==> src/rtl/flash_pkg.sv <==
// Purpose: Shared constants and types for the flash CPU access interface.
// Assumes: Byte addresses on the CPU side, 24 significant address bits.
// Notes:   Timing reset values are the slowest documented settings.
package flash_pkg;
   // Access modes of the interface
   typedef enum logic [1:0] {
      MODE_16 = 2'h0,
      MODE_32 = 2'h1,
      MODE_64 = 2'h2
   } access_mode_t;

   // Request towards the flash macro
   typedef struct packed {
      logic [21:0]  addr;
      logic         rd;
      logic         wr;
      access_mode_t width;
      logic [31:0]  wdata;
   } macro_req_t;

   // Array capacity in sectors per variant
   localparam int SEC64_LARGE = 16;
   localparam int SEC8_LARGE  = 8;
   localparam int SEC64_SMALL = 8;
   localparam int SEC8_SMALL  = 4;

   // Address regions of the flash space
   localparam logic [23:0] REGION_END    = 24'h150000;
   localparam logic [23:0] SIZE_8K       = 24'h002000;
   localparam logic [23:0] LO_64K_LARGE  = 24'h040000;
   localparam logic [23:0] LO_64K_SMALL  = 24'h080000;
   localparam logic [23:0] HI_64K        = 24'h13FFFF;
   localparam logic [23:0] SEC_VEC_LO    = 24'h148000;
   localparam logic [23:0] SEC_VEC_HI    = 24'h14800F;

   // Interleave blocks, odd-sector offsets and macro adjustments
   localparam logic [23:0] BLK_8K        = 24'h004000;
   localparam logic [23:0] BLK_64K       = 24'h020000;
   localparam logic [23:0] ODD_8K        = 24'h002000;
   localparam logic [23:0] ODD_64K       = 24'h010000;
   localparam logic [23:0] SUB_8K_SMALL  = 24'h0D0000;
   localparam logic [23:0] SUB_8K_LARGE  = 24'h050000;
   localparam logic [23:0] ADD_64K_LARGE = 24'h0C0000;
   localparam logic [23:0] PROG_OFS_SMALL = 24'h100000;
   localparam logic [23:0] PROG_OFS_LARGE = 24'h200000;

   // Control register block
   localparam logic [31:0] REG_BASE      = 32'h0020_0000;
   localparam logic [3:0]  OFS_MODE      = 4'h0;
   localparam logic [3:0]  OFS_RD_TIMING = 4'h4;
   localparam logic [3:0]  OFS_WR_TIMING = 4'h8;
   localparam logic [3:0]  OFS_STATUS    = 4'hC;

   // Reset values of the control registers
   localparam access_mode_t MODE_RESET   = MODE_32;
   localparam logic [7:0]  RD_TIM_RESET  = 8'h4F;
   localparam logic [7:0]  WR_TIM_RESET  = 8'h83;
endpackage

==> src/rtl/flash_cpu_access_interface.sv <==
// Purpose: Classic Wishbone slave between the CPU bus and the flash macro.
// Assumes: Macro read data is valid while the request is held; same clock.
// Notes:   Rejected accesses end with ack and zero data, flagged in status.
// Notes on behaviour
// - Widest mode reads 64-bit, refuses all array writes
// - Widest mode returns requested word of dword
// - 32-bit mode: word fetches, word array access
// - 16-bit mode: half-words only, no fetches
// - 16-bit mode: array access sixteen bits wide
// - Separate programmable read and write waits
// - Small 64K: halve offset, odd adds 0x10000
// - Large 8K: halve, subtract, odd adds 0x2000
// - Large 64K: halve, add 0x0C0000, odd more
// - Small variant: macro address bit 20 high
// - Large variant: macro address bit 21 high
// - Security vector bytes refuse CPU writes
// - Array capacity set by sector counts
module flash_cpu_access_interface
   import flash_pkg::*;
#(
   parameter bit LARGE = 1'b1
) (
   // Clock and reset
   input  wire logic        clk_i,
   input  wire logic        rst_i,
   // Wishbone slave
   input  wire logic        wb_cyc_i,
   input  wire logic        wb_stb_i,
   input  wire logic        wb_we_i,
   input  wire logic [31:0] wb_adr_i,
   input  wire logic [3:0]  wb_sel_i,
   input  wire logic [31:0] wb_dat_i,
   input  wire logic        ifetch_i,
   output logic      [31:0] wb_dat_o,
   output logic             wb_ack_o,
   // Flash macro
   output macro_req_t       macro_req_o,
   input  wire logic [63:0] macro_rdata_i
);
   // 8K base and 64K top derived from the array capacity
   localparam int N8 = LARGE ? SEC8_LARGE : SEC8_SMALL;
   localparam int N64 = LARGE ? SEC64_LARGE : SEC64_SMALL;
   localparam logic [23:0] LO_8K = REGION_END - SIZE_8K * N8[23:0];
   localparam logic [23:0] LO_64K = LARGE ? LO_64K_LARGE : LO_64K_SMALL;
   // Top of the 64K region follows the sector count, so the smaller array
   // ends early and nothing maps past its last sector
   localparam logic [23:0] END_64K = LO_64K + ODD_64K * N64[23:0] - 24'h000001;
   localparam logic [23:0] PROG_OFS = LARGE ? PROG_OFS_LARGE : PROG_OFS_SMALL;

   // Access state machine
   typedef enum logic [1:0] {
      ST_IDLE = 2'b00,
      ST_WAIT = 2'b01,
      ST_DONE = 2'b11
   } state_t;

   state_t       state_r;        // Current bus phase
   logic [4:0]   cnt_r;          // Remaining wait cycles
   logic         ack_r;          // Acknowledge flop
   logic [31:0]  dat_r;          // Read data flop
   macro_req_t   req_r;          // Macro request flop
   access_mode_t mode_r;         // Selected access mode
   logic [7:0]   rd_tim_r;       // Read timing fields
   logic [7:0]   wr_tim_r;       // Write timing fields
   logic [2:0]   flags_r;        // Sticky refusal flags
   logic [2:0]   flags_nxt;      // Next value of the flags

   logic [23:0]  a;              // Significant address bits
   logic         in_8k;          // Address in 8K sector region
   logic         in_flash;       // Address in flash space
   logic         in_regs;        // Address in control block
   logic         sec_vec;        // Address hits security vectors
   logic         take;           // Request taken this cycle
   logic         rej_wr;         // Write refused
   logic         rej_fetch;      // Fetch refused
   logic         rej_size;       // Access size refused
   logic         flash_ok;       // Flash access starts
   logic [4:0]   rd_waits;       // Total read wait cycles
   logic [4:0]   wr_waits;       // Total write wait cycles
   logic [21:0]  mapped;         // Macro address of this request
   logic [31:0]  reg_rdata;      // Register read mux
   logic [31:0]  lane_rdata;     // Macro data on the bus lanes

   // Address decode
   assign a        = wb_adr_i[23:0];
   assign in_8k    = wb_adr_i[31:24] == 8'h00 && a >= LO_8K && a < REGION_END;
   assign in_flash = in_8k || (wb_adr_i[31:24] == 8'h00 && a >= LO_64K && a <= END_64K);
   assign in_regs  = wb_adr_i[31:4] == REG_BASE[31:4];
   assign sec_vec  = in_8k && a >= SEC_VEC_LO && a <= SEC_VEC_HI;
   assign take     = state_r == ST_IDLE && wb_cyc_i && wb_stb_i;

   // Refusal checks per access mode
   always_comb begin
      rej_wr    = wb_we_i && (mode_r == MODE_64 || sec_vec);
      rej_fetch = ifetch_i && mode_r == MODE_16;
      if (mode_r == MODE_16) begin
         rej_size = !(wb_sel_i == 4'hC || wb_sel_i == 4'h3);
      end else begin
         rej_size = wb_we_i && wb_sel_i != 4'hF;
      end
   end

   // Only an accepted flash access opens a wait phase
   assign flash_ok = take && in_flash && !rej_wr && !rej_fetch && !rej_size;

   // Wait totals from the timing fields
   // Reads add the equalize cycles; writes have no such field
   assign rd_waits = 5'(rd_tim_r[7:4]) + 5'(rd_tim_r[0]) + 5'(rd_tim_r[1])
                   + 5'(rd_tim_r[3:2]);
   assign wr_waits = 5'(wr_tim_r[7:4]) + 5'(wr_tim_r[0]) + 5'(wr_tim_r[1]);

   // CPU address to macro address
   // Halving the block offset interleaves sector pairs; address bit 2
   // picks the odd sector, whose half starts half a block further on
   function automatic logic [21:0] map_addr(input logic [23:0] ad, input logic small_sec,
                                           input logic wide);
      logic [23:0] blk;
      logic [23:0] off;
      logic [23:0] fa;
      logic        odd;
      blk = small_sec ? BLK_8K : BLK_64K;
      off = ad & (blk - 24'h000001);
      odd = ad[2] && !wide;                          // Dword fetch starts even
      fa  = ad - off + {3'h0, off[23:3]} * 24'h000004 + {22'h0, ad[1:0]};
      if (odd) begin
         fa = fa + (small_sec ? ODD_8K : ODD_64K);
      end
      if (small_sec) begin
         fa = fa - (LARGE ? SUB_8K_LARGE : SUB_8K_SMALL);
      end else if (LARGE) begin
         fa = fa + ADD_64K_LARGE;
      end
      fa = fa + PROG_OFS;
      if (wide) begin
         fa[2:0] = 3'h0;
      end
      return fa[21:0];
   endfunction

   assign mapped = map_addr(a, in_8k, mode_r == MODE_64);

   // Register read mux
   always_comb begin
      case (wb_adr_i[3:0])
         OFS_MODE:      reg_rdata = {30'h0, mode_r};
         OFS_RD_TIMING: reg_rdata = {24'h0, rd_tim_r};
         OFS_WR_TIMING: reg_rdata = {24'h0, wr_tim_r};
         OFS_STATUS:    reg_rdata = {28'h0, flags_r, state_r != ST_IDLE};
         default:       reg_rdata = 32'h0;
      endcase
   end

   // Macro data placed on the requested lanes
   always_comb begin
      case (req_r.width)
         MODE_64: lane_rdata = wb_adr_i[2] ? macro_rdata_i[31:0]
                                           : macro_rdata_i[63:32];
         MODE_16: lane_rdata = wb_adr_i[1] ? {16'h0, macro_rdata_i[15:0]}
                                           : {macro_rdata_i[15:0], 16'h0};
         default: lane_rdata = macro_rdata_i[31:0];
      endcase
   end

   // Bus phase sequencing and wait counting
   always_ff @(posedge clk_i) begin
      if (rst_i) begin
         state_r <= ST_IDLE;
         cnt_r   <= 5'h00;
         ack_r   <= 1'b0;
      end else begin
         case (state_r)
            ST_IDLE: begin
               if (flash_ok) begin
                  state_r <= ST_WAIT;
                  cnt_r   <= wb_we_i ? wr_waits : rd_waits;
               end else if (take) begin
                  state_r <= ST_DONE;
                  ack_r   <= 1'b1;
               end
            end
            ST_WAIT: begin
               if (cnt_r == 5'h00) begin
                  state_r <= ST_DONE;
                  ack_r   <= 1'b1;
               end else begin
                  cnt_r <= cnt_r - 5'h01;
               end
            end
            ST_DONE: begin
               // Ack stands one cycle while the master drops its strobe
               state_r <= ST_IDLE;
               ack_r   <= 1'b0;
            end
            default: begin
               state_r <= ST_IDLE;
               ack_r   <= 1'b0;
            end
         endcase
      end
   end

   // Macro request issue and release
   always_ff @(posedge clk_i) begin
      if (rst_i) begin
         req_r <= '{addr: 22'h0, rd: 1'b0, wr: 1'b0, width: MODE_RESET, wdata: 32'h0};
      end else if (flash_ok) begin
         req_r.addr  <= mapped;
         req_r.rd    <= !wb_we_i;
         req_r.wr    <= wb_we_i;
         req_r.width <= mode_r;
         if (mode_r == MODE_16) begin
            req_r.wdata <= {16'h0, wb_adr_i[1] ? wb_dat_i[15:0] : wb_dat_i[31:16]};
         end else begin
            req_r.wdata <= wb_dat_i;
         end
      end else if (state_r == ST_WAIT && cnt_r == 5'h00) begin
         req_r.rd <= 1'b0;
         req_r.wr <= 1'b0;
      end
   end

   // Read data capture
   always_ff @(posedge clk_i) begin
      if (rst_i) begin
         dat_r <= 32'h0;
      end else if (take && in_regs && !wb_we_i) begin
         dat_r <= reg_rdata;
      end else if (take) begin
         dat_r <= 32'h0;                                      // Flash start, register write, refused or unmapped
      end else if (state_r == ST_WAIT && cnt_r == 5'h00 && req_r.rd) begin
         dat_r <= lane_rdata;
      end
   end

   // Mode register; widest mode only on the larger variant
   always_ff @(posedge clk_i) begin
      if (rst_i) begin
         mode_r <= MODE_RESET;
      end else if (take && in_regs && wb_we_i && wb_sel_i[0] && wb_adr_i[3:0] == OFS_MODE) begin
         if (wb_dat_i[1:0] == MODE_16) begin
            mode_r <= MODE_16;
         end else if (wb_dat_i[1:0] == MODE_64 && LARGE) begin
            mode_r <= MODE_64;
         end else begin
            mode_r <= MODE_32;
         end
      end
   end

   // Timing registers
   always_ff @(posedge clk_i) begin
      if (rst_i) begin
         rd_tim_r <= RD_TIM_RESET;
         wr_tim_r <= WR_TIM_RESET;
      end else if (take && in_regs && wb_we_i && wb_sel_i[0]) begin
         if (wb_adr_i[3:0] == OFS_RD_TIMING) begin
            rd_tim_r <= wb_dat_i[7:0];
         end
         if (wb_adr_i[3:0] == OFS_WR_TIMING) begin
            wr_tim_r <= {wb_dat_i[7:4], 2'h0, wb_dat_i[1:0]};
         end
      end
   end

   // Sticky refusal flags; a new refusal beats a clear
   always_comb begin
      flags_nxt = flags_r;
      if (take && in_regs && wb_we_i && wb_sel_i[0] && wb_adr_i[3:0] == OFS_STATUS) begin
         flags_nxt = flags_r & ~wb_dat_i[3:1];
      end
      if (take && in_flash) begin
         flags_nxt = flags_nxt | {rej_size, rej_fetch, rej_wr};
      end
   end

   // Flag register
   always_ff @(posedge clk_i) begin
      if (rst_i) begin
         flags_r <= 3'h0;
      end else begin
         flags_r <= flags_nxt;
      end
   end

   // Outputs straight from flops
   assign wb_ack_o    = ack_r;
   assign wb_dat_o    = dat_r;
   assign macro_req_o = req_r;

   // Helper: cycles spent waiting and the count loaded
   logic [5:0] lat_r;
   logic [4:0] load_r;
   always_ff @(posedge clk_i) begin
      if (rst_i) begin
         lat_r  <= 6'h00;
         load_r <= 5'h00;
      end else if (flash_ok) begin
         lat_r  <= 6'h00;
         load_r <= wb_we_i ? wr_waits : rd_waits;
      end else if (state_r == ST_WAIT) begin
         lat_r <= lat_r + 6'h01;
      end
   end
endmodule

==> config.mk <==
export PLATFORM = sky130hd
export DESIGN_NAME = flash_cpu_access_interface
export DESIGN_NICKNAME = d
export VERILOG_FILES = /design/src/rtl/flash_pkg.sv /design/src/rtl/flash_cpu_access_interface.sv
export SDC_FILE = /design/constraint.sdc
export NUM_CORES = 1
export LEC_CHECK = 0
export BUFFER_PORTS_ARGS = -buffer_cell sky130_fd_sc_hd__buf_2
export CORE_ASPECT_RATIO = 1.5
export CORE_MARGIN = 3
export CORE_UTILIZATION = 40
export DETAILED_ROUTE_END_ITERATION = 8
export GPL_TIMING_DRIVEN = 0
export MAX_ROUTING_LAYER = met4
export PLACE_DENSITY_LB_ADDON = 0.05
export SYNTH_ARGS = -nofsm -noshare
export SYNTH_HDL_FRONTEND = slang
export SYNTH_SLANG_ARGS = --single-unit
==> constraint.sdc <==
create_clock -name clk_i -period 9 [get_ports clk_i]
set_input_delay 2.7 -clock clk_i [delete_from_list [all_inputs] [get_ports clk_i]]
set_output_delay 2.7 -clock clk_i [all_outputs]
set_load 0.02 [all_outputs]
== Yosys cells after proc, flatten, opt, wreduce, memory -nomap -nowiden ==
Index checks and enable logic that the tools add are counted.
Storage, ports and cells
  flip-flop bits (word level): 117
  output and inout port bits: 91
  word-level logic and storage cells: 136
Operators by class
  add/subtract/negate cells: 14
  order comparisons: 6
  equal/unequal tests: 17
  multiplexer cells: 33
  bitwise logic cells: 4
  reductions and logical operators: 49
Operator list (number)
  2-to-1 mux 32 bit: 6
  case mux 32 bit (2 select lines): 1
  >= comparator 24 x 21 -> 1 bit, second input constant: 2
  <= comparator 24 x 21 -> 1 bit, second input constant: 2
  2-to-1 mux 22 bit: 2
  case mux 8 bit (4 select lines): 1
  equality test 28 x 18 -> 1 bit, second input constant: 1
  >= comparator 24 x 19 -> 1 bit, second input constant: 1
  logical AND 1 bit: 24
  < comparator 24 x 21 -> 1 bit, second input constant: 1
  AND 23 bit: 1
  adder 22 x 17 -> 22 bit: 1
  adder 22 x 2 -> 22 bit: 1
  adder 22 x 20 -> 22 bit, second input constant: 1
  adder 22 bit: 1
  adder 22 bit, second input constant: 1
  subtractor 22 x 19 -> 22 bit, second input constant: 1
  subtractor 22 bit: 1
  subtractor 18 x 1 -> 19 bit, second input constant: 1
  2-to-1 mux 18 bit: 1
  2-to-1 mux 17 bit: 1
  2-to-1 mux 16 bit: 1
  2-to-1 mux 5 bit: 3
  2-to-1 mux 2 bit: 7
  31 further kinds: 60

== Longest topological paths before layout ==
  depth in word-level cells: 15
  depth in mapped cells: 28
  gate-level depth less buffers: 24

== Least setup slack after synthesis ==
Ideal clock, no wire load.
  kind: input to register
  start: in wb_adr_i[1]
  end: reg req_r, in the netlist macro_req_o[57]
  setup time: 0.095 ns
  arrival: 8.161 ns
  data required time: 8.905 ns
  setup slack: 0.744 ns
  stages: 26
  buffers on the path: 4
  path through: clkbuf_1 clkbuf_1 inv_1 ha_1 nand4_1 o41ai_1 nor2b_1 buf_2 mux2_2 inv_1 ha_1 ha_1 buf_2 and3_1 o2111a_1 o21ai_0 a21boi_0 nor2_1 ha_1 o2111ai_1 a221oi_1 nor3_2 xor2_2 o2111a_1 or4_1 o311ai_1
Between the ends
  longest elaborated chain between the ends: 14
  elaborated cells between the ends (all ways): 33
  classes of those cells: 8 x add/sub; 6 x order compare; 4 x mux; 1 x bitwise; 14 x reduce/logical
Ends and longest elaborated chain
  start: declaration: line flash_cpu_access_interface.sv:30  | input wire logic [31:0] wb_adr_i,
  >= comparator 24 x 21 -> 1 bit: line flash_cpu_access_interface.sv:86  | assign in_8k = wb_adr_i[31:24] == 8'h00 && a >= LO_8K && a < REGION_END;
  logical AND 1 bit (2 in a row): line flash_cpu_access_interface.sv:86
  2-to-1 mux 18 bit: line flash_cpu_access_interface.sv:121  | blk = small_sec ? BLK_8K : BLK_64K;
  subtractor 18 x 1 -> 19 bit: line flash_cpu_access_interface.sv:122  | off = ad & (blk - 24'h000001);
  AND 23 bit: line flash_cpu_access_interface.sv:122
  subtractor 22 bit: line flash_cpu_access_interface.sv:124  | fa = ad - off + {3'h0, off[23:3]} * 24'h000004 + {22'h0, ad[1:0]};
  adder 22 bit: line flash_cpu_access_interface.sv:124
  adder 22 x 2 -> 22 bit: line flash_cpu_access_interface.sv:124
  adder 22 x 17 -> 22 bit: line flash_cpu_access_interface.sv:126  | fa = fa + (small_sec ? ODD_8K : ODD_64K);
  2-to-1 mux 22 bit: line flash_cpu_access_interface.sv:125  | if (odd) begin
  adder 22 x 20 -> 22 bit or subtractor 22 x 19 -> 22 bit (tied branches): line flash_cpu_access_interface.sv:131, flash_cpu_access_interface.sv:129
  2-to-1 mux 22 bit: line flash_cpu_access_interface.sv:128  | if (small_sec) begin
  adder 22 bit: line flash_cpu_access_interface.sv:133  | fa = fa + PROG_OFS;
  end signal: assignment: line flash_cpu_access_interface.sv:205  | req_r <= '{addr: 22'h0, rd: 1'b0, wr: 1'b0, width: MODE_RESET, wdata: 32'h0};
  end: declaration: line flash_cpu_access_interface.sv:61  | macro_req_t req_r;
Several ways; a longest one is shown, not always the timed one.
A chain may end at the register's enable or synchronous reset.

== Worst setup path after layout ==
Same ends and word-level chain as after synthesis.

==> results.md <==
* CP top delay family: compound AO/OA/AOI/OAI gates
* Pwr per Cell Area at around 160 nW/um2
* Commonest non-fill, non-tap cell in the layout: buf_2
* Hold WC Path Type: reg2reg
* Startpoint types: primary input
* Gr usage total at between 20% and 30%
* Grt ovf at 0
* Row Count at 61
* Initial antenna violation count at 3
* Ys flop type: dfxtp_1
* Final period util at between 90% and 100%
* First-pass GRT wire length at 42300 um
* Share of layout cells above drive strength 1 at around 23%
* Max cap viols at 0
* P_leak at 4.480 nW
* Synth top area cells: dfxtp_1, ha_1, nor2_1
* Clock Tree Buf Depth at 2
* RePlAce Congestion at ~0.9
* Layout Nets at between 1000 and 1500
* Hold Buf Count CTS at 0
* DIE WIDTH at 119.2 um
* CP max FO at 23
* CP Data Required Time at 9.33 ns
* Final hold vios at 0
* Tot Pwr at between 1.5 and 2 mW
* Die H at roughly 180 um
* Number of synthesized register bits at roughly 120
* DR WL/cell at between 15 and 20 um
* Clock tree sinks at between 100 and 150
* Multiplexer share of the synthesized area at under 10%
* # DRC at 0
* Clock-pin slew of the registers on the worst-case setup and hold paths at around 0.060 ns
* Area share of xor/xnor cells in the synthesized design at under 10%
* Worst Path Class, Setup: in2reg
* Final setup fails at 0
* Status: complete, no violations
* Synth Area in Adders at a little over an eighth
* Worst Tran Pin Value at approximately 0.92 ns
* Post-synthesis cell area at 7687 um2
* 1st-iter DRT viols at about 500
* CP arrival at between 8 and 9 ns
* Via count of the first global-routing pass at between 7000 and 8000
* RSZ-0062 raised after global routing: false
* Asr flop ratio synth at 0%
* Via count at between 8000 and 9000
* Initial Util at between 40% and 50%
* Simple-gate share of the synthesized area at 20.72%
* Yosys warning count at 0
* Total Wirelength at between 20000 and 30000 um
* Crit path time final at 8.295 ns
* Maximum vdd ir drop at 118.7 uV
* CP peak stage delay at about 0.53 ns
* Syn Nets at 1190
* Port Buffers at between 200 and 250
* Clock H-tree levels at 4
* Fmax at 120.6 MHz
* Synth top area share at around 30%
* Synthesis-to-layout area growth at 27.49%
* Pin count of the biggest net entering global routing at 17
* Slowest cell on crit path: or4_1
* Detail Placement HPWL at about 22000 um
* CP Buf/Inv Count at 5
* Routed Antenna Nets at 0
* Core box area at about 19000 um2
* Area leader, netlist: dfxtp_1
* CTS Root Cell: clkbuf_16
* TNS Setup at 0 ns
* Via/cell ratio at between 5 and 6
* Post-synth EDFFs at 0
* Boundary pin count at 229
* Largest family of logic cells by synthesized area: compound AO/OA/AOI/OAI gates
* Post-Syn Instances at ~1000
* Seq/Total Area, Yosys at about 30%
* Cell variety after synth at between 60 and 70
* Clock Latency Late Sink at around 0.42 ns
* Number of filler cells placed in the layout at 1878
* TritonCTS clock tree: yes
* Mapped Avg Cell Area at slightly below 8 um2
* TritonCTS Buffers at 17
* Die area at 20950 um2
* Synth Area in Compound Gates at a little under a quarter
* Most frequent cells in the layout: buf_2, nor2_1, dfxtp_1
* DR pass1 iterations at 5
* Max-slew violations at 0
* Slew margin rel. at around two fifths
* Type of destination of the critical path: flip-flop
* Layout Skew at 0.008911 ns
## layer usage
metal  vias to the layer above  global-route usage [%]  part of all wire [%]
met2                       251                   46.61                    52
met5                         -                       -                     0
met1                      3733                   28.55                    39
met3                        54                   5.348                   5.8
met4                         0                   10.29                   3.3
li1                       3996                       -                     -
## power by group
part	internal (mW)	switching (mW)
sequential	0.522	0.00222
combinational	0.107	0.155
clock	0.465	0.268
## what timing repair did
| item | CTS | global route |
|---|---|---|
| gates resized for setup | 4 | 2 |
| cloned | 0 | 0 |
| endpoints found under the hold margin | 0 | 0 |
| pin swaps | 0 | 1 |
| setup endpoints to repair | 4 | 4 |
| setup buffers | 0 | 2 |
## kinds of logic after synthesis
family / after synthesis
xor gates and xnor gates: 29
and+or+nand+nor: 352
buffers and inverters: 114
muxes: 23
AOI/OAI and AO/OA: 257
adders and majority gates: 80
DFF: 117
## synthesized netlist by cell type (3+ instances only)
cell	number
inv_1	54
o21ai_0	39
nand3b_1	3
xnor2_1	14
a222oi_1	15
mux2i_1	17
or2_2	3
a221o_1	8
and2_1	6
nand2b_1	10
a21oi_1	68
mux2_2	5
o21bai_1	3
ha_1	76
o2111ai_1	3
fa_1	4
nor3b_1	3
a311oi_1	18
and3_1	7
nor4_1	4
o2111a_1	3
a22oi_1	18
a31oi_1	26
a211oi_1	12
o211ai_1	8
o21a_1	3
buf_2	3
buf_1	3
nand2_1	107
a22o_1	5
nand3_1	38
nor4b_1	3
clkbuf_1	53
dfxtp_1	117
nor2_1	127
a21o_1	6
nor3_1	16
nand4_1	6
nor2b_1	7
o311a_1	3
xor2_1	14
## tightest hold or removal path: stages, from the launching register on
cell and delay [ns]:
dfxtp_1 0.31, nand2_1 0.05, a21oi_1 0.05
## final timing paths
| kind | startpoint | endpoint | slack (ns) | cells after the start |
|---|---|---|---|---|
| setup / recovery | wb_adr_i[1] | macro_req_o[57] | 0.71 | 25 |
| hold / removal | macro_req_o[53] | macro_req_o[53] | 0.45 | 2 |
| setup reg to reg | mode_r[0] | macro_req_o[48] | 5.64 | 11 |
| hold reg to reg | macro_req_o[53] | macro_req_o[53] | 0.45 | 2 |
## sequential cells by signal, indices dropped and copies added, names as in the netlist
register	count
macro_req_o	58
wb_dat_o	32
rd_tim_r	8
wr_tim_r	6
cnt_r	5
flags_r	3
mode_r	2
state_r	2
wb_ack_o	1
## area by class of cell
class / instances / area (um2) / share of cell area (%)
clock buffers: 17 / 425.4 / 4.341
inverters: 54 / 202.7 / 2.068
plain buffers: 58 / 222.7 / 2.272
multi-input cells: 741 / 4933 / 50.34
flip-flops and latches: 117 / 2342 / 23.90
well taps: 252 / 315.3 / 3.217
repair buffers: 229 / 1151 / 11.75
clock inverters: 14 / 200.2 / 2.043
diodes: 3 / 7.507 / 0.07660
## per-stage QoR
step / setup WS, ns / utilization (%) / area (um2) / cells / hold slack, ns
floorplan: 0.7438 / - / 7687 / 972 / 0.4488
global placement: -0.8957 / 48.87 / 9139 / 1451 / 0.4379
detailed placement: -0.9650 / 48.87 / 9139 / 1451 / 0.4410
CTS: 0.03029 / 52.26 / 9773 / 1482 / 0.4525
global route: 0.1019 / 52.41 / 9801 / 1485 / 0.4624
finish: 0.7054 / 52.41 / 9801 / 1485 / 0.4487
(Power assumes the default switching activity.)
